## config.mk

```make
export PLATFORM = sky130hd
export DESIGN_NAME = rtcpi_top
export DESIGN_NICKNAME = d
export VERILOG_FILES = /design/src/shared/rtcpi_pkg.sv /design/src/verilog/rtcpi_frac_div.sv /design/src/verilog/rtcpi_top.sv
export SDC_FILE = /design/constraint.sdc
export NUM_CORES = 1
export LEC_CHECK = 0
export BUFFER_PORTS_ARGS = -buffer_cell sky130_fd_sc_hd__buf_4
export CORE_MARGIN = 2
export CORE_UTILIZATION = 52
export CTS_CLUSTER_DIAMETER = 60
export DETAILED_ROUTE_END_ITERATION = 7
export HOLD_SLACK_MARGIN = 0.05
export MAX_ROUTING_LAYER = met4
export PLACE_DENSITY = 0.87
export SYNTH_ARGS = -nofsm -noshare
export SYNTH_HDL_FRONTEND = slang
export SYNTH_SLANG_ARGS = --single-unit
```

## constraint.sdc

```tcl
create_clock -name clock_i -period 4.9 [get_ports clock_i]
set_input_delay 0 -clock clock_i [delete_from_list [all_inputs] [get_ports clock_i]]
set_output_delay 0 -clock clock_i [all_outputs]
set_load 0.03 [all_outputs]
```

## src/shared/rtcpi_pkg.sv

```systemverilog
// Package with register map, field positions and timing constants of the RTC interrupt logic.
`default_nettype none
package rtcpi_pkg;

  // Register offsets on the five-bit address bus.
  localparam logic [4:0] OFF_MAIN_STATUS   = 5'h00;
  localparam logic [4:0] OFF_RT_MODE       = 5'h01;
  localparam logic [4:0] OFF_OUTPUT_CONFIG = 5'h02;
  localparam logic [4:0] OFF_PERIODIC_FLAGS = 5'h03;
  localparam logic [4:0] OFF_PERIODIC_EN   = 5'h03;
  localparam logic [4:0] OFF_ALARM_PF_EN   = 5'h04;

  // Main status field positions.
  localparam int unsigned MS_IRQ_ANY  = 0;
  localparam int unsigned MS_POWER_FAIL_IN_N    = 1;
  localparam int unsigned MS_PERIODIC = 2;
  localparam int unsigned MS_ALARM    = 3;
  localparam int unsigned MS_BLOCK    = 6;
  localparam int unsigned MS_PAGE     = 7;

  // Alarm and power-fail enable register fields.
  localparam int unsigned AP_ALARM_IE = 6;
  localparam int unsigned AP_POWER_FAIL_IN_N_IE = 7;

  // Output configuration fields: a set bit routes that source to the multi-function pin.
  localparam int unsigned OC_POWER_FAIL_IN_N_MFO    = 0;
  localparam int unsigned OC_PERIODIC_MFO = 1;
  localparam int unsigned OC_ALARM_MFO    = 2;

  // Reset values of the writable registers.
  localparam logic [7:0] RST_BYTE = 8'h00;

  // Number of periodic flags and of alarm compare bytes.
  localparam int unsigned NUM_PERIODIC = 6;
  localparam int unsigned NUM_CMP      = 6;

  // Crystal choices, two bits in the real-time mode register.
  typedef enum logic [1:0] {
    RTCPI_XTAL_32K,
    RTCPI_XTAL_32K768,
    RTCPI_XTAL_4M9152,
    RTCPI_XTAL_4M194304
  } rtcpi_xtal_e;

  // Crystal frequencies in hertz and the two prescaler targets.
  localparam logic [23:0] HZ_32K       = 24'd32000;
  localparam logic [23:0] HZ_32K768    = 24'd32768;
  localparam logic [23:0] HZ_4M9152    = 24'd4915200;
  localparam logic [23:0] HZ_4M194304  = 24'd4194304;
  localparam logic [23:0] HZ_MID       = 24'd32000;
  localparam logic [23:0] HZ_TICK      = 24'd100;

  // Power-fail debounce: least time in ns and the clock period in ns.
  localparam int unsigned DEB_NS       = 30000;
  localparam int unsigned CLK_NS       = 10;
  localparam int unsigned DEB_CYC_INT  = (DEB_NS + CLK_NS - 1) / CLK_NS;
  localparam logic [11:0] DEB_CYCLES   = DEB_CYC_INT[11:0];

  // Interrupt sources that travel together to the pin router.
  typedef struct packed {
    logic alarm;
    logic periodic;
    logic power_fail_in_n;
  } rtcpi_src_s;

  // Host strobes sampled in one cycle.
  typedef struct packed {
    logic       cs;
    logic       rd;
    logic       wr;
    logic [4:0] addr;
    logic [7:0] wdata;
  } rtcpi_bus_s;

endpackage
`default_nettype wire

```

## src/verilog/rtcpi_frac_div.sv

```systemverilog
// Fractional rate divider: one output pulse per mod_i/inc_i input pulses, exact on average.
`default_nettype none
module rtcpi_frac_div #(
  parameter int unsigned W = 24
) (
  input  wire logic         clock_i,
  input  wire logic         srst_i,
  input  wire logic         en_i,
  input  wire logic [W-1:0] inc_i,
  input  wire logic [W-1:0] mod_i,
  output var  logic         tick_o
);

  logic [W:0] acc_q;   // Phase accumulator, one bit of headroom.
  logic [W:0] sum;     // Accumulator plus increment.

  // Sum is formed one bit wider so it cannot wrap before the compare.
  assign sum = acc_q + {1'b0, inc_i};

  // Each input pulse advances the phase; passing the modulus emits a tick.
  // A ratio that is not whole gives jitter of one input period but no drift.
  always_ff @(posedge clock_i)
  begin
    if (srst_i)
    begin
      acc_q  <= '0;
      tick_o <= 1'b0;
    end
    else if (en_i && (sum >= {1'b0, mod_i}))
    begin
      acc_q  <= sum - {1'b0, mod_i};
      tick_o <= 1'b1;
    end
    else
    begin
      acc_q  <= en_i ? sum : acc_q;
      tick_o <= 1'b0;
    end
  end

endmodule
`default_nettype wire

```

## src/verilog/rtcpi_top.sv

```systemverilog
// Prescaler, alarm, periodic and power-fail interrupt logic of the real-time clock.
`default_nettype none
// Summary of operation
// - Prescaler divides crystal to 32 kHz, 100 Hz.
// - Four crystal choices set in mode register.
// - Sources enabled by writing ones to enables.
// - Fixed offsets; status everywhere, others by block.
// - Status bit 0 mirrors either active pin.
// - Status bits 2, 3 hold events; bit 1 follows power fail.
// - Alarm sets status; pin needs alarm enable.
// - Disabled periodic masks status, flags still set.
// - Power-fail bit needs enable; host cannot clear.
// - All enables zero and no pending periodic flag means no pin active.
// - Write one clears status bits 2, 3.
// - Six periodic flags set by their ticks.
// - Any access to flags clears all six.
// - Each periodic tick is a counter rollover.
// - Any enabled periodic tick sets periodic flag.
// - Writing one to periodic flag cancels interrupt.
// - Pending periodic flag survives clearing all enables.
// - Power-fail change held off during chip select.
// - Alarm when all enabled compare bytes match.
// - One enable bit per compare byte.
// - Disabled compare byte always matches.
// - Power-fail flag follows internal signal, self-clears.
// - Power-fail interrupt masked by its enable.
// - Status bits select page and register block.
// - Power-fail input low debounced 30 us.
module rtcpi_top
(
  input  wire logic                   clock_i,
  input  wire logic                   srst_i,
  input  wire logic                   osc_pulse_i,
  input  wire logic                   cs_n_i,
  input  wire logic                   rd_n_i,
  input  wire logic                   wr_n_i,
  input  wire logic [4:0]             addr_i,
  input  wire logic [7:0]             data_i,
  input  wire logic [5:0]             rollover_i,
  input  wire logic [5:0][7:0]        counter_bytes_i,
  input  wire logic [5:0][7:0]        compare_bytes_i,
  input  wire logic                   power_fail_in_n_i,
  output var  logic [7:0]             data_o,
  output var  logic                   data_oe_o,
  output var  logic                   tick_100hz_o,
  output var  logic                   irq_out_pin_n_o,
  output var  logic                   multi_function_out_pin_n_o
);
  import rtcpi_pkg::*;

  rtcpi_bus_s  bus;            // Host strobes gathered for this cycle.
  logic        acc_act;        // A read or write strobe is active with chip select.
  logic        acc_act_q;      // Strobe activity one cycle ago.
  logic        acc_start;      // First cycle of an access.
  logic        rd_start;       // First cycle of a read.
  logic        wr_start;       // First cycle of a write.
  logic [7:0]  main_ctl_q;     // Page and block select bits.
  logic [1:0]  xtal_sel_q;     // Crystal choice.
  logic [7:0]  out_cfg_q;      // Pin routing.
  logic [5:0]  per_en_q;       // Periodic interrupt enables.
  logic [7:0]  ap_en_q;        // Alarm compare enables and the two interrupt enables.
  logic [5:0]  per_flags_q;    // Individual periodic flags.
  logic        per_flag_q;     // Main status periodic flag.
  logic        alarm_flag_q;   // Main status alarm flag.
  logic        pf_flag_q;      // Main status power-fail flag.
  logic        pf_det_q;       // Debounced power-fail level.
  logic        pf_int_q;       // Internal power-fail signal after chip-select gating.
  logic [11:0] deb_cnt_q;      // Debounce counter.
  logic        match_q;        // Alarm match seen at the last 100 Hz tick.
  logic        match;          // All enabled compare bytes equal their counters.
  logic [23:0] xtal_hz;        // Frequency of the selected crystal.
  logic        mid_tick;       // 32 kHz intermediate pulse.
  logic        tick_100;       // 100 Hz pulse from the second stage.
  logic        is_main;        // Address hits the main status register.
  logic        is_pflags;      // Address hits the periodic flags.
  logic        is_blk1;        // Address lies in control block 1 of page 0.
  rtcpi_src_s  src;            // Sources that may drive a pin.
  logic        want_irq_out_pin;      // Some source routed to the interrupt pin is pending.
  logic        want_mfo;       // Some source routed to the multi-function pin is pending.
  logic [7:0]  rdata;          // Read data selected by the address.

  // Strobes are taken as synchronous; an access is acted on once, at its first cycle.
  assign bus       = '{cs: ~cs_n_i, rd: ~rd_n_i, wr: ~wr_n_i, addr: addr_i, wdata: data_i};
  assign acc_act   = bus.cs && (bus.rd || bus.wr);
  assign acc_start = acc_act && !acc_act_q;
  assign rd_start  = acc_start && bus.rd;
  assign wr_start  = acc_start && bus.wr && !bus.rd;

  // Main status decodes on any page and block; the rest live in page 0 only.
  assign is_main   = (bus.addr == OFF_MAIN_STATUS);
  assign is_pflags = !main_ctl_q[MS_PAGE] && !main_ctl_q[MS_BLOCK]
                     && (bus.addr == OFF_PERIODIC_FLAGS);
  assign is_blk1   = !main_ctl_q[MS_PAGE] && main_ctl_q[MS_BLOCK];

  // Edge tracker for the access strobes.
  always_ff @(posedge clock_i)
  begin
    if (srst_i)
      acc_act_q <= 1'b0;
    else
      acc_act_q <= acc_act;
  end

  // Crystal frequency table feeding the first divider stage.
  always_comb
  begin
    case (rtcpi_xtal_e'(xtal_sel_q))
      RTCPI_XTAL_32K:      xtal_hz = HZ_32K;
      RTCPI_XTAL_32K768:   xtal_hz = HZ_32K768;
      RTCPI_XTAL_4M9152:   xtal_hz = HZ_4M9152;
      RTCPI_XTAL_4M194304: xtal_hz = HZ_4M194304;
      default:             xtal_hz = HZ_32K;
    endcase
  end

  // First stage brings any crystal down to 32 kHz.
  rtcpi_frac_div #(.W(24)) u_stage_mid (
    .clock_i (clock_i),
    .srst_i  (srst_i),
    .en_i    (osc_pulse_i),
    .inc_i   (HZ_MID),
    .mod_i   (xtal_hz),
    .tick_o  (mid_tick)
  );

  // Second stage divides 32 kHz to the 100 Hz counter-chain tick.
  rtcpi_frac_div #(.W(24)) u_stage_tick (
    .clock_i (clock_i),
    .srst_i  (srst_i),
    .en_i    (mid_tick),
    .inc_i   (HZ_TICK),
    .mod_i   (HZ_MID),
    .tick_o  (tick_100)
  );

  // The tick leaves through a flop so the counter chain sees a clean pulse.
  always_ff @(posedge clock_i)
  begin
    if (srst_i)
      tick_100hz_o <= 1'b0;
    else
      tick_100hz_o <= tick_100;
  end

  // Control registers written by the host.
  always_ff @(posedge clock_i)
  begin
    if (srst_i)
    begin
      main_ctl_q <= RST_BYTE;
      xtal_sel_q <= 2'h0;
      out_cfg_q  <= RST_BYTE;
      per_en_q   <= 6'h00;
      ap_en_q    <= RST_BYTE;
    end
    else if (wr_start)
    begin
      // Only the select bits of main status are storage; flags are handled below.
      if (is_main)
      begin
        main_ctl_q[MS_PAGE]  <= bus.wdata[MS_PAGE];
        main_ctl_q[MS_BLOCK] <= bus.wdata[MS_BLOCK];
      end
      else if (is_blk1)
      begin
        case (bus.addr)
          OFF_RT_MODE:       xtal_sel_q <= bus.wdata[1:0];
          OFF_OUTPUT_CONFIG: out_cfg_q  <= bus.wdata;
          OFF_PERIODIC_EN:   per_en_q   <= bus.wdata[5:0];
          OFF_ALARM_PF_EN:   ap_en_q    <= bus.wdata;
          default:           ap_en_q    <= ap_en_q;
        endcase
      end
    end
  end

  // Individual periodic flags: a rollover sets, any access clears, and the set wins.
  always_ff @(posedge clock_i)
  begin
    if (srst_i)
      per_flags_q <= 6'h00;
    else if (acc_start && is_pflags)
      per_flags_q <= rollover_i;
    else
      per_flags_q <= per_flags_q | rollover_i;
  end

  // Main periodic flag: only enabled rollovers set it, a written one clears it.
  // Clearing every enable leaves a pending flag in place until it is written.
  always_ff @(posedge clock_i)
  begin
    if (srst_i)
      per_flag_q <= 1'b0;
    else if (|(rollover_i & per_en_q))
      per_flag_q <= 1'b1;
    else if (wr_start && is_main && bus.wdata[MS_PERIODIC])
      per_flag_q <= 1'b0;
  end

  // Each clear enable bit relaxes one byte comparator to always equal.
  always_comb
  begin
    match = 1'b1;
    for (int i = 0; i < NUM_CMP; i++)
    begin
      if (ap_en_q[i] && (counter_bytes_i[i] != compare_bytes_i[i]))
        match = 1'b0;
    end
  end

  // Compare is judged at each 100 Hz tick; with no byte enabled no alarm is possible.
  always_ff @(posedge clock_i)
  begin
    if (srst_i)
      match_q <= 1'b0;
    else if (tick_100hz_o)
      match_q <= match && (|ap_en_q[5:0]);
  end

  // Alarm flag sets on the first tick of a match, whatever the alarm enable.
  always_ff @(posedge clock_i)
  begin
    if (srst_i)
      alarm_flag_q <= 1'b0;
    else if (tick_100hz_o && match && (|ap_en_q[5:0]) && !match_q)
      alarm_flag_q <= 1'b1;
    else if (wr_start && is_main && bus.wdata[MS_ALARM])
      alarm_flag_q <= 1'b0;
  end

  // Debounce: the pin must stay at a new level for the full interval to be believed.
  always_ff @(posedge clock_i)
  begin
    if (srst_i)
    begin
      deb_cnt_q <= 12'h000;
      pf_det_q  <= 1'b0;
    end
    else if (power_fail_in_n_i == !pf_det_q)
      deb_cnt_q <= 12'h000;
    else if (deb_cnt_q == DEB_CYCLES - 12'h001)
    begin
      deb_cnt_q <= 12'h000;
      pf_det_q  <= !power_fail_in_n_i;
    end
    else
      deb_cnt_q <= deb_cnt_q + 12'h001;
  end

  // A change is held off while chip select is active so a cycle is never cut short.
  always_ff @(posedge clock_i)
  begin
    if (srst_i)
      pf_int_q <= 1'b0;
    else if (!bus.cs)
      pf_int_q <= pf_det_q;
  end

  // Power-fail flag follows the internal signal while enabled; the host cannot clear it.
  always_ff @(posedge clock_i)
  begin
    if (srst_i)
      pf_flag_q <= 1'b0;
    else if (!pf_int_q)
      pf_flag_q <= 1'b0;
    else if (ap_en_q[AP_POWER_FAIL_IN_N_IE])
      pf_flag_q <= 1'b1;
  end

  // Sources gated by their enables; the periodic flag needs no gate once pending.
  assign src.power_fail_in_n    = pf_flag_q && ap_en_q[AP_POWER_FAIL_IN_N_IE];
  assign src.alarm    = alarm_flag_q && ap_en_q[AP_ALARM_IE];
  assign src.periodic = per_flag_q;
  assign want_mfo  = (src.power_fail_in_n && out_cfg_q[OC_POWER_FAIL_IN_N_MFO])
                  || (src.periodic && out_cfg_q[OC_PERIODIC_MFO])
                  || (src.alarm && out_cfg_q[OC_ALARM_MFO]);
  assign want_irq_out_pin = (src.power_fail_in_n && !out_cfg_q[OC_POWER_FAIL_IN_N_MFO])
                  || (src.periodic && !out_cfg_q[OC_PERIODIC_MFO])
                  || (src.alarm && !out_cfg_q[OC_ALARM_MFO]);

  // Pins are levels that hold while a routed source pends; both are active low.
  always_ff @(posedge clock_i)
  begin
    if (srst_i)
    begin
      irq_out_pin_n_o            <= 1'b1;
      multi_function_out_pin_n_o <= 1'b1;
    end
    else
    begin
      irq_out_pin_n_o            <= !want_irq_out_pin;
      multi_function_out_pin_n_o <= !want_mfo;
    end
  end

  // Read multiplexer; unmapped locations read zero.
  always_comb
  begin
    rdata = 8'h00;
    if (is_main)
    begin
      rdata[MS_IRQ_ANY]  = !irq_out_pin_n_o || !multi_function_out_pin_n_o;
      rdata[MS_POWER_FAIL_IN_N]    = pf_flag_q;
      rdata[MS_PERIODIC] = per_flag_q;
      rdata[MS_ALARM]    = alarm_flag_q;
      rdata[MS_BLOCK]    = main_ctl_q[MS_BLOCK];
      rdata[MS_PAGE]     = main_ctl_q[MS_PAGE];
    end
    else if (is_pflags)
      rdata = {2'b00, per_flags_q};
    else if (is_blk1)
    begin
      case (bus.addr)
        OFF_RT_MODE:       rdata = {6'h00, xtal_sel_q};
        OFF_OUTPUT_CONFIG: rdata = out_cfg_q;
        OFF_PERIODIC_EN:   rdata = {2'b00, per_en_q};
        OFF_ALARM_PF_EN:   rdata = ap_en_q;
        default:           rdata = 8'h00;
      endcase
    end
  end

  // Read data is caught once at the start of a read and driven while the read lasts.
  always_ff @(posedge clock_i)
  begin
    if (srst_i)
    begin
      data_o    <= 8'h00;
      data_oe_o <= 1'b0;
    end
    else
    begin
      data_oe_o <= bus.cs && bus.rd;
      if (rd_start)
        data_o <= rdata;
    end
  end

  // Properties watching the block's own outputs and state.
  property p_d0_mirrors_pins;
    @(posedge clock_i) disable iff (srst_i)
      rd_start && is_main |=> data_o[MS_IRQ_ANY] == (!$past(irq_out_pin_n_o)
                                                    || !$past(multi_function_out_pin_n_o));
  endproperty
  a_d0_mirrors_pins: assert property (p_d0_mirrors_pins)
    else $error("status bit 0 does not mirror the pins");

  property p_pflags_cleared;
    @(posedge clock_i) disable iff (srst_i)
      acc_start && is_pflags && rollover_i == 6'h00 |=> per_flags_q == 6'h00;
  endproperty
  a_pflags_cleared: assert property (p_pflags_cleared)
    else $error("periodic flags not cleared by access");

  property p_flags_set_always;
    @(posedge clock_i) disable iff (srst_i)
      rollover_i[0] |=> per_flags_q[0];
  endproperty
  a_flags_set_always: assert property (p_flags_set_always)
    else $error("periodic flag missed a rollover");

  property p_enabled_tick_sets;
    @(posedge clock_i) disable iff (srst_i)
      |(rollover_i & per_en_q) |=> per_flag_q ##1 !irq_out_pin_n_o || out_cfg_q[OC_PERIODIC_MFO];
  endproperty
  a_enabled_tick_sets: assert property (p_enabled_tick_sets)
    else $error("enabled rollover did not raise the interrupt");

  property p_masked_periodic;
    @(posedge clock_i) disable iff (srst_i)
      !per_flag_q && per_en_q == 6'h00 |=> !per_flag_q;
  endproperty
  a_masked_periodic: assert property (p_masked_periodic)
    else $error("periodic status set while all enables are clear");

  property p_w1c_periodic;
    @(posedge clock_i) disable iff (srst_i)
      wr_start && is_main && bus.wdata[MS_PERIODIC] && !(|(rollover_i & per_en_q))
      |=> !per_flag_q;
  endproperty
  a_w1c_periodic: assert property (p_w1c_periodic)
    else $error("periodic flag not cleared by a written one");

  property p_pf_needs_enable;
    @(posedge clock_i) disable iff (srst_i)
      $rose(pf_flag_q) |-> $past(ap_en_q[AP_POWER_FAIL_IN_N_IE]) && $past(pf_int_q);
  endproperty
  a_pf_needs_enable: assert property (p_pf_needs_enable)
    else $error("power-fail flag set without enable or event");

  property p_pf_restore;
    @(posedge clock_i) disable iff (srst_i)
      !pf_int_q |=> !pf_flag_q;
  endproperty
  a_pf_restore: assert property (p_pf_restore)
    else $error("power-fail flag outlived restored power");

  property p_pf_gated_cs;
    @(posedge clock_i) disable iff (srst_i)
      bus.cs |=> $stable(pf_int_q);
  endproperty
  a_pf_gated_cs: assert property (p_pf_gated_cs)
    else $error("internal power-fail changed during chip select");

  property p_quiet_when_disabled;
    @(posedge clock_i) disable iff (srst_i)
      ap_en_q[7:6] == 2'b00 && !per_flag_q |=> irq_out_pin_n_o && multi_function_out_pin_n_o;
  endproperty
  a_quiet_when_disabled: assert property (p_quiet_when_disabled)
    else $error("pin active with every enable clear");

  c_alarm_irq: cover property (@(posedge clock_i) disable iff (srst_i)
                               $rose(alarm_flag_q) ##1 !irq_out_pin_n_o);
  c_pflags_read: cover property (@(posedge clock_i) disable iff (srst_i)
                                 rd_start && is_pflags && per_flags_q != 6'h00);
  c_pf_event: cover property (@(posedge clock_i) disable iff (srst_i) $rose(pf_flag_q));

endmodule
`default_nettype wire

```

[Word level (Yosys, flattened, before mapping)]
Index checks and enable logic that the tools add are counted.
Storage, ports and cells
  flip-flop bits (word level): 115
  input bits: 122
  output and inout port bits: 12
  word-level logic and storage cells: 145
Operators by class
  add/subtract/negate cells: 5
  magnitude comparators: 2
  equal/unequal tests: 15
  mux-type cells: 24
  bitwise logic cells: 8
  reductions and logical operators: 68
Operators by type and width (count)
  $mux W25: 4
  $pmux W24 S4: 1
  $ne A8 B8 Y1: 6
  $logic_and A1 B1 Y1: 33
  $pmux W8 S4: 1
  $add A25 B15 Y25 const B: 1
  $add A25 B7 Y25 const B: 1
  $ge A25 B15 Y1 const B: 1
  $ge A25 B24 Y1: 1
  $sub A25 B15 Y25 const B: 1
  $sub A25 B24 Y25: 1
  $mux W8: 2
  $reduce_and A4 Y1: 4
  $logic_not A1 Y1: 13
  $add A12 B1 Y12 const B: 1
  $eq A12 B12 Y1 const B: 1
  $mux W1: 12
  $reduce_or A6 Y1: 2
  $eq A5 B2 Y1 const B: 2
  $reduce_bool A2 Y1: 4
  $and A6 B6 Y6: 1
  $logic_or A1 B1 Y1: 6
  $mux W6: 1
  $not A1 Y1: 6
  13 further kinds: 16

[Depth between registers and ports, before layout]
Gate-level depths: netlist of the first run.
  depth in word-level cells: 12
  mapped depth: 16
  gate-level depth less buffers: 15

[Cells and area by module]
From an unflattened synthesis of the first run, not the netlist that was laid out.
Second synthesis, totals
  cells, all modules: 1365
  area, all modules: 10845.4 um^2
Modules (own cells, without submodules)
  rtcpi_frac_div (u_stage_mid): instances 1, cells an instance 515, area each 3901.2 um^2, sequential area each 520.5 um^2
  rtcpi_frac_div (u_stage_tick): instances 1, cells an instance 471, area each 3617.2 um^2, sequential area each 520.5 um^2
  rtcpi_top: instances 1, cells an instance 379, area each 3326.9 um^2, sequential area each 1261.2 um^2

[Worst setup path after synthesis of the first run]
No wires, ideal clock.
  kind: flip-flop to flip-flop
  from: register u_stage_mid.acc_q[8]
  to: register u_stage_mid.acc_q[20]
  setup time: 0.128 ns
  arrival time: 3.241 ns
  data required time: 4.772 ns
  path slack: 1.532 ns
  cell stages (with the launch flop): 16
  period minus slack after synthesis: 3.368 ns
  cell sequence: dfxtp_1 > ha_1 > nor3_2 > nand2_1 > nand2_1 > xnor2_1 > ha_1 > a21o_1 > nor3_1 > o21a_1 > o311ai_0 > a21oi_2 > a211oi_1 > mux2i_1 > xnor2_1 > nor2_1
Between the ends
  longest elaborated chain between the ends: 4
  elaborated cells on any way between the ends: 7
RTL lines
  start, declared: line rtcpi_frac_div.sv:14  | logic [W:0] acc_q;
  start signal, assigned: line rtcpi_frac_div.sv:31  | acc_q <= sum - {1'b0, mod_i};
  start signal, assigned: line rtcpi_frac_div.sv:36  | acc_q <= en_i ? sum : acc_q;
  $add A25 B15 Y25 (*): line rtcpi_frac_div.sv:18  | assign sum = acc_q + {1'b0, inc_i};
  $ge A25 B24 Y1: line rtcpi_frac_div.sv:29  | else if (en_i && (sum >= {1'b0, mod_i}))
  $logic_and A1 B1 Y1: line rtcpi_frac_div.sv:29
  $mux W25 / $reduce_bool A2 Y1 (equally long branches)
Mark *: on every way between the ends. The rest lies on a longest branch, timed or not. The select of a mux whose other input is x is not followed.
A chain may end at the register's enable or synchronous reset.

[Worst setup path after layout of the first run]
  from: register u_stage_mid.acc_q[8]
  to: register u_stage_mid.acc_q[24]
Same word-level chain as after synthesis.

==> metrics.md, run 1 <==
| Metric | Value |
|---|---|
| CP Buf/Inv Count | `1` |
| Die ar. | `14660 um2` |
| First-pass GRT wire length | `31380 um` |
| Area grow syn2layout | `22.40%` |
| Worst Skew | `between 10 and 15 ps` |
| Vias in the first global route | `6730` |
| Via-per-instance ratio | `about 5.9` |
| Setup TNS | `0 ps` |
| Final WS setup | `between 1000 and 1500 ps` |
| Synth Instances | `between 800 and 900` |
| Total CTS buffers | `9` |
| Final period util | `0.7828` |
| Top cells by area, synth | `dfxtp_1, xnor2_1, nor2_1` |
| Grt ovf | `0` |
| Mean post-synth cell area | `~8.1 um2` |
| Commonest cells in the netlist | `nor2_1, dfxtp_1, xnor2_1` |
| Reg2Reg Setup Slack | `between 1000 and 1500 ps` |
| Root Buffer | `clkbuf_16` |
| Max clock buf depth | `2` |
| Hold_buf cts | `21` |
| Leakage Power | `3.517 nW` |
| CP delay by family, top | `simple AND/OR/NAND/NOR gates` |
| Max-Cap Viols | `0` |
| Hold_sp | `addr_i[0]` |
| Clk slew on worst S/H paths | `80 ps` |
| ANT nets after route | `0` |
| Post-DP HPWL | `between 10000 and 15000 um` |
| Residual DRC | `0` |
| Fin. Hold Viols | `0` |
| Slew margin rel. | `0.1958` |
| Syn_nets | `roughly 1.0k` |
| Reg2Reg Depth | `14` |
| Maximum vdd drop | `between 0.2 and 0.3 mV` |
| Starting density of the core | `0.5361` |
| FF-to-FF End | `u_stage_mid.acc_q[24]` |
| Crit path max fanout | `10` |
| Core area | `between 10000 and 15000 um2` |
| Pwr per Cell Area | `roughly 480 nW/um2` |
| Yosys reg bits | `~110` |
| Async SR Flop Fraction | `0` |
| CP Data Arrival Time | `a little over 4000 ps` |
| Pre-CTS WS | `~1100 ps` |
| Post-synth EDFFs | `0` |
| IO buf count | `133` |
| Most frequent cell after synthesis | `nor2_1` |
| Via count | `about 7k` |
| Yosys warns | `0` |
| Die Wd | `approximately 120 um` |
| Crit. End Element | `flip-flop` |
| Max Fclk | `about 0.26 GHz` |
| Seq/Total Area, Yosys | `0.2949` |
| Top cell type's share of synthesized area | `0.2949` |
| Minimum clock period | `3836 ps` |
| # IOs | `roughly 130` |
| Row cnt | `42` |
| Hold Path Class | `primary input to flip-flop` |
| CTS tree | `yes` |
| CP max stage delay | `390 ps` |
| Iter 0 DRT Violations | `between 700 and 800` |
| Setup Buffers After CTS | `0` |
| Setup violations, final | `0` |
| Critical Path RT | `~5200 ps` |
| Pin count of the biggest net entering global routing | `between 100 and 150` |
| RD Place Congestion | `0.9682` |
| H-Tree Depth | `3` |
| Area leader, netlist | `dfxtp_1` |
| CTS sink count | `105` |
| Initial antenna violation count | `3` |
| Routed wire length | `19240 um` |
| Fin. max-slew vios | `0` |
| Hold Path Sink | `data_o[7]` |
| Skew-Pair Late Insertion Delay | `approximately 360 ps` |
| Slew @ Worst Pin | `around 1200 ps` |
| Synth unique cells | `slightly above 80` |
| Fraction of final layout cells sized beyond drive strength 1 | `0.1982` |
| Post_cts resized | `0` |
| Synth Cell Area | `~7100 um2` |
| Crit path kind | `flip-flop to flip-flop` |
| Outcome | `finished, final reports clean` |
| Worst setup SP type | `flip-flop` |
| DRT Pass-1 Iters | `8` |
| Cell at the slowest stage of the critical path | `ha_1` |
| Nets | `approximately 1.1k` |
| Worst r2r src | `u_stage_mid.acc_q[8]` |
| Post-DR wirelength/cell | `about 16 um` |
| Worst Hold Depth | `6` |
| Height of the die | `121.1 um` |
| Tot GR Track Use | `0.2722` |
| Synth Flop Type | `dfxtp_1` |
| RSZ-0062 raised after global routing | `no` |
| Worst-path cell chain | `ha_1 -> nor3_2 -> a211oi_2 -> and3_1 -> xnor2_1 -> ha_1 -> maj3_1 -> o22ai_1 -> and3_1 -> nand2_1 -> buf_4 -> a31o_2 -> a21o_1 -> a21oi_1` |
-- sequential cells by signal, indices dropped and copies added (netlist names), 2 cells and up --
register            cells
ap_en_q                 8
data_o                  8
deb_cnt_q              12
main_ctl_q              2
out_cfg_q               8
per_en_q                6
per_flags_q             6
u_stage_mid.acc_q      17
u_stage_tick.acc_q     23
xtal_sel_q              2
-- tightest hold or removal path: stages --
cell and delay (ps):
buf_4 110, nor3_1 90, nand2_1 70, o211ai_1 80
o21ai_0 70, nor2_1 40
-- through the flow --
stage	hold slack [ps]	utilization	instances	instance area, um2	total power, mW
final	133.8	0.6562	1193	8725	4.147
after global routing	165.8	0.6562	1193	8725	4.436
after CTS	95.35	0.6557	1190	8717	4.114
after detailed placement	215.0	0.6169	1153	8202	3.359
after global placement	210.0	0.6169	1153	8202	3.299
after floorplan	72.76	-	876	7128	2.882
-- how the worst max path moves through the flow --
stage,cells past startpoint,end,start
6_report,14,u_stage_mid.acc_q[24],u_stage_mid.acc_q[8]
5_1_grt,17,u_stage_mid.acc_q[24],u_stage_mid.acc_q[8]
4_1_cts,17,u_stage_mid.acc_q[24],u_stage_mid.acc_q[8]
3_5_place_dp,17,u_stage_mid.acc_q[24],u_stage_mid.acc_q[8]
3_3_place_gp,17,u_stage_mid.acc_q[24],u_stage_mid.acc_q[8]
2_1_floorplan,15,u_stage_mid.acc_q[20],u_stage_mid.acc_q[8]
-- power breakdown --
part	internal (mW)	total [mW]	switching [mW]
Sequential	0.963	1.17	0.204
Combinational	1.00	2.24	1.23
Clock	0.376	0.743	0.367
-- cells in the final DEF (no fill, tap or decap), types with 4 or more instances in the layout --
master         instances
a211oi_1              13
a211oi_2               4
a21o_1                 9
a21oi_1               40
a221oi_1               5
a222oi_1               6
a22oi_1                7
a31o_2                 5
a31oi_1                4
and2_1                 4
and3_1                10
buf_4                136
clkbuf_16              9
dfxtp_1              105
dlygate4sd3_1         21
ha_1                  18
inv_1                 23
mux2_2                 9
mux2i_1               41
nand2_1               60
nand2b_1              14
nand3_1               26
nand4_1               20
nor2_1               139
nor2b_1               11
nor3_1                25
nor3b_1                6
nor4_1                 5
o21a_1                 7
o21ai_0               37
o21ai_1                4
or2_2                  6
or3_1                  9
xnor2_1               73
xor2_1                32
-- routing by layer --
layer  vias up  wire, um  share of wire  GRT usage
li1       3395         -              -          -
met1      3208      7752           0.40     0.3214
met2       354      9473           0.49     0.4438
met3        70      1284          0.067    0.04746
met4         0       733          0.038     0.1424
met5         -         0              0          -
-- area by class of cell --
| type | instances | area (um2) |
|---|---|---|
| multi-input combinational | 712 | 4768 |
| fill | 1080 | 4571 |
| sequential | 105 | 2102 |
| timing repair buffer | 157 | 1231 |
| clock buffer | 10 | 239.0 |
| tap | 176 | 220.2 |
| inverter | 24 | 90.09 |
| clock inverter | 6 | 66.31 |
| antenna | 3 | 7.507 |
-- kinds of logic after synthesis --
group | share of synthesized area
and+or+nand+nor | 0.2501
AOI/OAI and AO/OA | 0.1803
xor gates and xnor gates | 0.1290
DFF | 0.2949
buffers and inverters | 0.03616
muxes | 0.07653
adders and majority gates | 0.03300
(Power assumes the default switching activity.)
==> inputs of run 2 (changes only) <==
--- a/config.mk
+++ b/config.mk
@@ -7,12 +7,12 @@
 export LEC_CHECK = 0
 export BUFFER_PORTS_ARGS = -buffer_cell sky130_fd_sc_hd__buf_4
 export CORE_MARGIN = 2
-export CORE_UTILIZATION = 52
+export CORE_UTILIZATION = 51
 export CTS_CLUSTER_DIAMETER = 60
 export DETAILED_ROUTE_END_ITERATION = 7
 export HOLD_SLACK_MARGIN = 0.05
 export MAX_ROUTING_LAYER = met4
-export PLACE_DENSITY = 0.87
+export PLACE_DENSITY = 0.88
 export SYNTH_ARGS = -nofsm -noshare
 export SYNTH_HDL_FRONTEND = slang
 export SYNTH_SLANG_ARGS = --single-unit
==> constraint.sdc (replaced) <==
create_clock -name clock_i -period 3.3 [get_ports clock_i]
set_input_delay 0 -clock clock_i [delete_from_list [all_inputs] [get_ports clock_i]]
set_output_delay 0 -clock clock_i [all_outputs]
set_load 0.03 [all_outputs]
==> run 2 against run 1 <==
Net effect:
- the flow now finishes with violations (setup timing)
- sequential share of layout area fell by 1.8 points
- worst setup slack lost 1100 ps
- via count increased by 6.8%
- die area is 1.9% higher
- final cell count is 5.4% higher
- design area rose by 8.2%
- flip-flop and latch count did not move
- register-to-register slack got worse by 1100 ps
- global-route usage grew 0.41 points
- non-clock buffer count is 63 higher
- combinational power is 110% higher
- largest power group unchanged
==> metrics.md, run 2 (synthesized netlist as in run 1, its figures left out) <==
| Metric | Value |
|---|---|
| Max clock buf depth | `2` |
| Finished Layout Cells | `1257` |
| Skew-Pair Late Insertion Delay | `roughly 370 ps` |
| Storage element area | `about 2100 um2` |
| Fin. max-slew vios | `0` |
| Initial antenna violation count | `0` |
| N_diodes | `0` |
| Die ar. | `around 15000 um2` |
| Dpl cell area | `between 8000 and 9000 um2` |
| Fillers | `1083` |
| Row cnt | `43` |
| Fin. Hold Viols | `0` |
| Clk slew on worst S/H paths | `80 ps` |
| Reg2Reg Setup Slack | `-70 ps` |
| Register with the most flip-flops | `u_stage_tick.acc_q` |
| Worst setup path endpoint | `u_stage_mid.acc_q[19]` |
| Leakage Power | `3.899 nW` |
| Worst-path cell chain | `ha_4 -> nor3_4 -> buf_6 -> nand2_4 -> nand2_4 -> xnor2_2 -> ha_1 -> a21o_1 -> nor3_2 -> o21a_1 -> o311ai_4 -> a21oi_4 -> and2_4 -> buf_4 -> nor3_2 -> a21oi_1 -> a211oi_1` |
| Fraction of final layout cells sized beyond drive strength 1 | `0.2711` |
| H-Tree Depth | `3` |
| Die Wd | `between 100 and 150 um` |
| Post-DP HPWL | `14890 um` |
| CP max stage delay | `about 370 ps` |
| Outcome | `finished with violations` |
| Max-Cap Viols | `0` |
| Hold Path Class | `primary input to flip-flop` |
| ANT nets after route | `0` |
| Final WS setup | `-73.59 ps` |
| Setup TNS | `-183.3 ps` |
| Reg2Reg Depth | `17` |
| Non-Filler Cell Area, Final | `around 9400 um2` |
| Multi-input gate area | `~5000 um2` |
| Via-per-instance ratio | `between 5 and 6` |
| Violated checks | `setup timing` |
| Crit path kind | `flip-flop to flip-flop` |
| # IOs | `134` |
| Cells after DPL | `between 1k and 1.5k` |
| Setup violations, final | `5` |
| RD Place Congestion | `around 0.95` |
| Area grow syn2layout | `32.39%` |
| Grt ovf | `0` |
| FF-to-FF End | `u_stage_mid.acc_q[19]` |
| Largest registers | `u_stage_tick.acc_q: 23 flops, u_stage_mid.acc_q: 17 flops, deb_cnt_q: 12 flops` |
| Slew @ Worst Pin | `~810 ps` |
| Final period util | `1.022` |
| Minimum clock period | `3374 ps` |
| Pwr per Cell Area | `~800 nW/um2` |
| Critical Path Source | `u_stage_mid.acc_q[8]` |
| Tot GR Track Use | `0.2763` |
| CP Data Arrival Time | `roughly 3600 ps` |
| Worst r2r src | `u_stage_mid.acc_q[8]` |
| Vias in the first global route | `~6.9k` |
| Worst setup SP type | `flip-flop` |
| Total CTS buffers | `9` |
| Cell at the slowest stage of the critical path | `dfxtp_4` |
| Maximum vdd drop | `0.5085 mV` |
| Nets | `between 1k and 1.5k` |
| Most common cell after layout, fill and taps aside | `buf_4` |
| Max Fclk | `0.2964 GHz` |
| Total power | `7.522 mW` |
| Height of the die | `around 120 um` |
| Most frequent cells in the layout | `buf_4, nor2_1, dfxtp_1, xnor2_1, nand2_1` |
| IO buf count | `roughly 130` |
| CTS sink count | `105` |
| Root Buffer | `clkbuf_16` |
| Via count | `~7.5k` |
| CTS tree | `yes` |
| Starting density of the core | `0.5175` |
| Crit path max fanout | `9` |
| DRT Pass-1 Iters | `7` |
| Iter 0 DRT Violations | `684` |
| Routed wire length | `around 22000 um` |
| Pin count of the biggest net entering global routing | `a little under 80` |
| Critical Path RT | `~3500 ps` |
| Largest register FFs | `23` |
| Post-DR wirelength/cell | `between 15 and 20 um` |
| Worst Skew | `around 7.7 ps` |
| Core area | `~14000 um2` |
| Crit. End Element | `flip-flop` |
| First-pass GRT wire length | `~32000 um` |
| Residual DRC | `0` |
| Slew margin rel. | `0.4604` |
| RSZ-0062 raised after global routing | `yes` |
-- run 2: cell type report --
class                   instances  share of cell area
multi-input cells             712              0.5261
flip-flops and latches        105              0.2234
repair buffers                220              0.1818
clock buffers                   9             0.02387
well taps                     180             0.02387
clock inverters                 7             0.01140
inverters                      24            0.009547
-- run 2: worst max-delay path: cells and delay by family, from the launching register on --
| kind | cells | cell delay [ps] |
|---|---|---|
| XOR/XNOR | 1 | 80 |
| AND/OR/NAND/NOR | 6 | 810 |
| AO/OA/AOI/OAI | 6 | 1150 |
| buffers and inverters | 2 | 290 |
| flip-flops | 1 | 370 |
| adder cells (fa/ha/maj) | 2 | 510 |
-- run 2: layer usage --
layer	track usage	vias up	routed length (um)
li1	-	3502	-
met1	0.3093	3495	8213
met2	0.4931	401	10980
met3	0.04461	109	1366
met4	0.1042	0	952
met5	-	-	0
-- run 2: worst min path at each step --
stage / to / startpoint / cells past startpoint / slack (ps)
4_1_cts: data_o[7] / addr_i[0] / 6 / 120
5_1_grt: xtal_sel_q[1] / addr_i[1] / 5 / 180
3_3_place_gp: acc_act_q / wr_n_i / 2 / 210
6_report: data_o[7] / addr_i[0] / 6 / 140
2_1_floorplan: acc_act_q / cs_n_i / 1 / 70
3_5_place_dp: acc_act_q / wr_n_i / 2 / 210
-- run 2: repair_timing --
action	CTS	global route
endpoints found under the hold margin	43	0
endpoints found under the setup margin	8	27
setup buffers	0	12
hold buffers	21	0
gates resized for setup	5	44
pin swaps	0	23
-- run 2: report_power, final --
part	internal, mW	switching [mW]	leakage, nW
registers	1.43	0.223	0.855
clock network	0.620	0.578	0.161
logic	2.20	2.46	2.88
-- run 2: through the flow --
| step | setup slack [ps] | hold slack (ps) | util |
|---|---|---|---|
| 6_report | -73.59 | 143.3 | 0.6851 |
| 2_1_floorplan | 55.51 | 72.76 | - |
| 3_5_place_dp | -39.92 | 211.6 | 0.6236 |
| 3_3_place_gp | 44.38 | 207.2 | 0.6236 |
| 4_1_cts | 14.92 | 124.5 | 0.6645 |
| 5_1_grt | -144.0 | 179.6 | 0.6851 |
==> inputs of run 3 (changes only) <==
--- a/config.mk
+++ b/config.mk
@@ -7,12 +7,13 @@
 export LEC_CHECK = 0
 export BUFFER_PORTS_ARGS = -buffer_cell sky130_fd_sc_hd__buf_4
 export CORE_MARGIN = 2
-export CORE_UTILIZATION = 51
+export CORE_UTILIZATION = 45
 export CTS_CLUSTER_DIAMETER = 60
 export DETAILED_ROUTE_END_ITERATION = 7
 export HOLD_SLACK_MARGIN = 0.05
 export MAX_ROUTING_LAYER = met4
-export PLACE_DENSITY = 0.88
+export PLACE_DENSITY = 0.8
+export SKIP_LAST_GASP = 1
 export SYNTH_ARGS = -nofsm -noshare
 export SYNTH_HDL_FRONTEND = slang
 export SYNTH_SLANG_ARGS = --single-unit
==> run 3 against run 2 <==
Net effect:
- the flow now finishes without violations
- design area increased by 0.27%
- first-iteration DRC count decreased by 9.9%
- fmax increased by 4.8%
- critical path depth decreased by 1
- clock-buffer cell count increased by 1
- worst hold slack got worse by 3.8 ps
- critical path type unchanged
==> metrics.md, run 3 (synthesized netlist as in run 1, its figures left out) <==
| Metric | Value |
|---|---|
| RSZ-0062 raised after global routing | `yes` |
| Outcome | `finished, final reports clean` |
| CTS tree | `yes` |
| Post-DP HPWL | `around 15000 um` |
| # IOs | `134` |
| Critical Path RT | `3540 ps` |
| Row cnt | `46` |
| Crit path max fanout | `5` |
| Crit. End Element | `flip-flop` |
| DRT Pass-1 Iters | `6` |
| Cell at the slowest stage of the critical path | `dfxtp_4` |
| Residual DRC | `0` |
| Register with the most flip-flops | `u_stage_tick.acc_q` |
| Area grow syn2layout | `32.74%` |
| Fraction of final layout cells sized beyond drive strength 1 | `0.2760` |
| Total CTS buffers | `9` |
| Most frequent cells in the layout | `buf_4, nor2_1, dfxtp_1, xnor2_1, nand2_1` |
| Grt ovf | `0` |
| Maximum vdd drop | `around 0.46 mV` |
| Fillers | `1400` |
| H-Tree Depth | `3` |
| Max clock buf depth | `2` |
| Total power | `~7.2 mW` |
| CP Data Arrival Time | `approximately 3500 ps` |
| Initial antenna violation count | `0` |
| Slew @ Worst Pin | `between 900 and 1000 ps` |
| Max Fclk | `about 0.31 GHz` |
| Die Wd | `129.9 um` |
| Reg2Reg Setup Slack | `around 80 ps` |
| Final period util | `0.9758` |
| Via-per-instance ratio | `5.505` |
| Worst hold slack | `around 140 ps` |
| Pin count of the biggest net entering global routing | `58` |
| CP max stage delay | `approximately 360 ps` |
| Max-Cap Viols | `0` |
| Setup TNS | `0 ps` |
| RD Place Congestion | `about 0.95` |
| CP delay by family, top | `compound AO/OA/AOI/OAI gates` |
| Vias in the first global route | `6637` |
| Core area | `15660 um2` |
| Starting density of the core | `0.4553` |
| Largest register FFs | `23` |
| CTS sink count | `between 100 and 150` |
| Height of the die | `approximately 130 um` |
| Routed wire length | `20210 um` |
| Minimum clock period | `between 3000 and 4000 ps` |
| Fin. max-slew vios | `0` |
| Fin. Hold Viols | `0` |
| Pwr per Cell Area | `763.7 nW/um2` |
| Die ar. | `~17000 um2` |
| Skew-Pair Late Insertion Delay | `360 ps` |
| Setup violations, final | `0` |
| Worst Skew | `approximately 8.1 ps` |
| Multi-input gate area | `4902 um2` |
| Storage element area | `2111 um2` |
| Slew margin rel. | `0.3744` |
| First-pass GRT wire length | `roughly 32000 um` |
| N_diodes | `0` |
| IO buf count | `133` |
| Via count | `7173` |
| Nets | `roughly 1.2k` |
| Crit path kind | `flip-flop to flip-flop` |
| Largest registers | `u_stage_tick.acc_q: 23 flops, u_stage_mid.acc_q: 17 flops, deb_cnt_q: 12 flops` |
| ANT nets after route | `0` |
| Tot GR Track Use | `0.2451` |
| Root Buffer | `clkbuf_16` |
| Finished Layout Cells | `1303` |
| Worst setup SP type | `flip-flop` |
| Clk slew on worst S/H paths | `approximately 80 ps` |
| Worst-path cell chain | `ha_2 -> nor3_2 -> buf_4 -> nand2_2 -> nand2_2 -> xnor2_2 -> ha_1 -> a21o_1 -> buf_4 -> a21oi_2 -> o311ai_4 -> a21o_1 -> a211oi_2 -> xor2_1 -> nor2_1 -> mux2_2` |
| Most common cell after layout, fill and taps aside | `buf_4` |
| Cells after DPL | `between 1k and 1.5k` |
| Iter 0 DRT Violations | `616` |
| Post-DR wirelength/cell | `around 16 um` |
| Hold Path Class | `primary input to flip-flop` |
| CP Buf/Inv Count | `2` |
| Leakage Power | `3.911 nW` |
[run 3: cell count changes in the layout (fill, tap and decap cells not counted), moves of 2 or more]
cell,previous run,this run
a21oi_2,2,4
a21oi_4,2,0
buf_4,196,208
buf_6,3,1
clkinv_8,3,1
ha_4,2,0
inv_8,1,3
mux2_2,7,9
mux2_4,2,0
nand2_4,2,0
o21ai_0,34,36
o21ai_1,6,4
[run 3: path summary, 6_finish.rpt]
path                                      startpoint                     to  cells past startpoint
worst max-delay path            u_stage_mid.acc_q[8]  u_stage_mid.acc_q[23]                     16
worst min-delay path                       addr_i[0]              data_o[7]                      6
worst max register to register  u_stage_mid.acc_q[8]  u_stage_mid.acc_q[23]                     16
worst min register to register          deb_cnt_q[0]           deb_cnt_q[0]                      1
[run 3: tightest hold or removal path, stage by stage]
cell and delay, ps:
buf_4 110, nor3_1 90, nand2_1 70, o211ai_1 80
o21ai_0 70, nor2_1 40
[run 3: per-layer routing]
layer  global-route usage  up-vias  part of all wire
met5                    -        -                 0
met4              0.07590        0             0.028
met3              0.04428       51             0.057
met2               0.4253      274              0.50
met1               0.2886     3316              0.42
li1                     -     3532                 -
[run 3: repair_timing]
action / CTS / global route
resized for setup: 4 / 30
endpoints found under the setup margin: 9 / 28
setup buffers: 0 / 10
pin swaps: 0 / 15
hold buffers: 21 / 0
hold endpoints to repair: 40 / 0
[run 3: power by group]
| group | switching (mW) | total, mW | internal, mW |
|---|---|---|---|
| registers | 0.207 | 1.64 | 1.44 |
| clock network | 0.542 | 1.10 | 0.559 |
| logic | 2.25 | 4.48 | 2.24 |
[run 3: cell type report]
class                   count  area share
multi-input cells         712      0.5181
flip-flops and latches    105      0.2231
repair buffers            230      0.1884
well taps                 216     0.02856
clock buffers              10     0.02526
inverters                  24    0.009521
clock inverters             6    0.007009
[run 3: per-stage QoR]
stage                       util  cell area (um2)  setup WS, ps
after floorplan                -             7128         55.51
final                     0.6044             9462         79.99
after detailed placement  0.5576             8730        -29.67
after global routing      0.6044             9462        -56.60
after CTS                 0.5915             9260        -16.69
after global placement    0.5576             8730         1.332
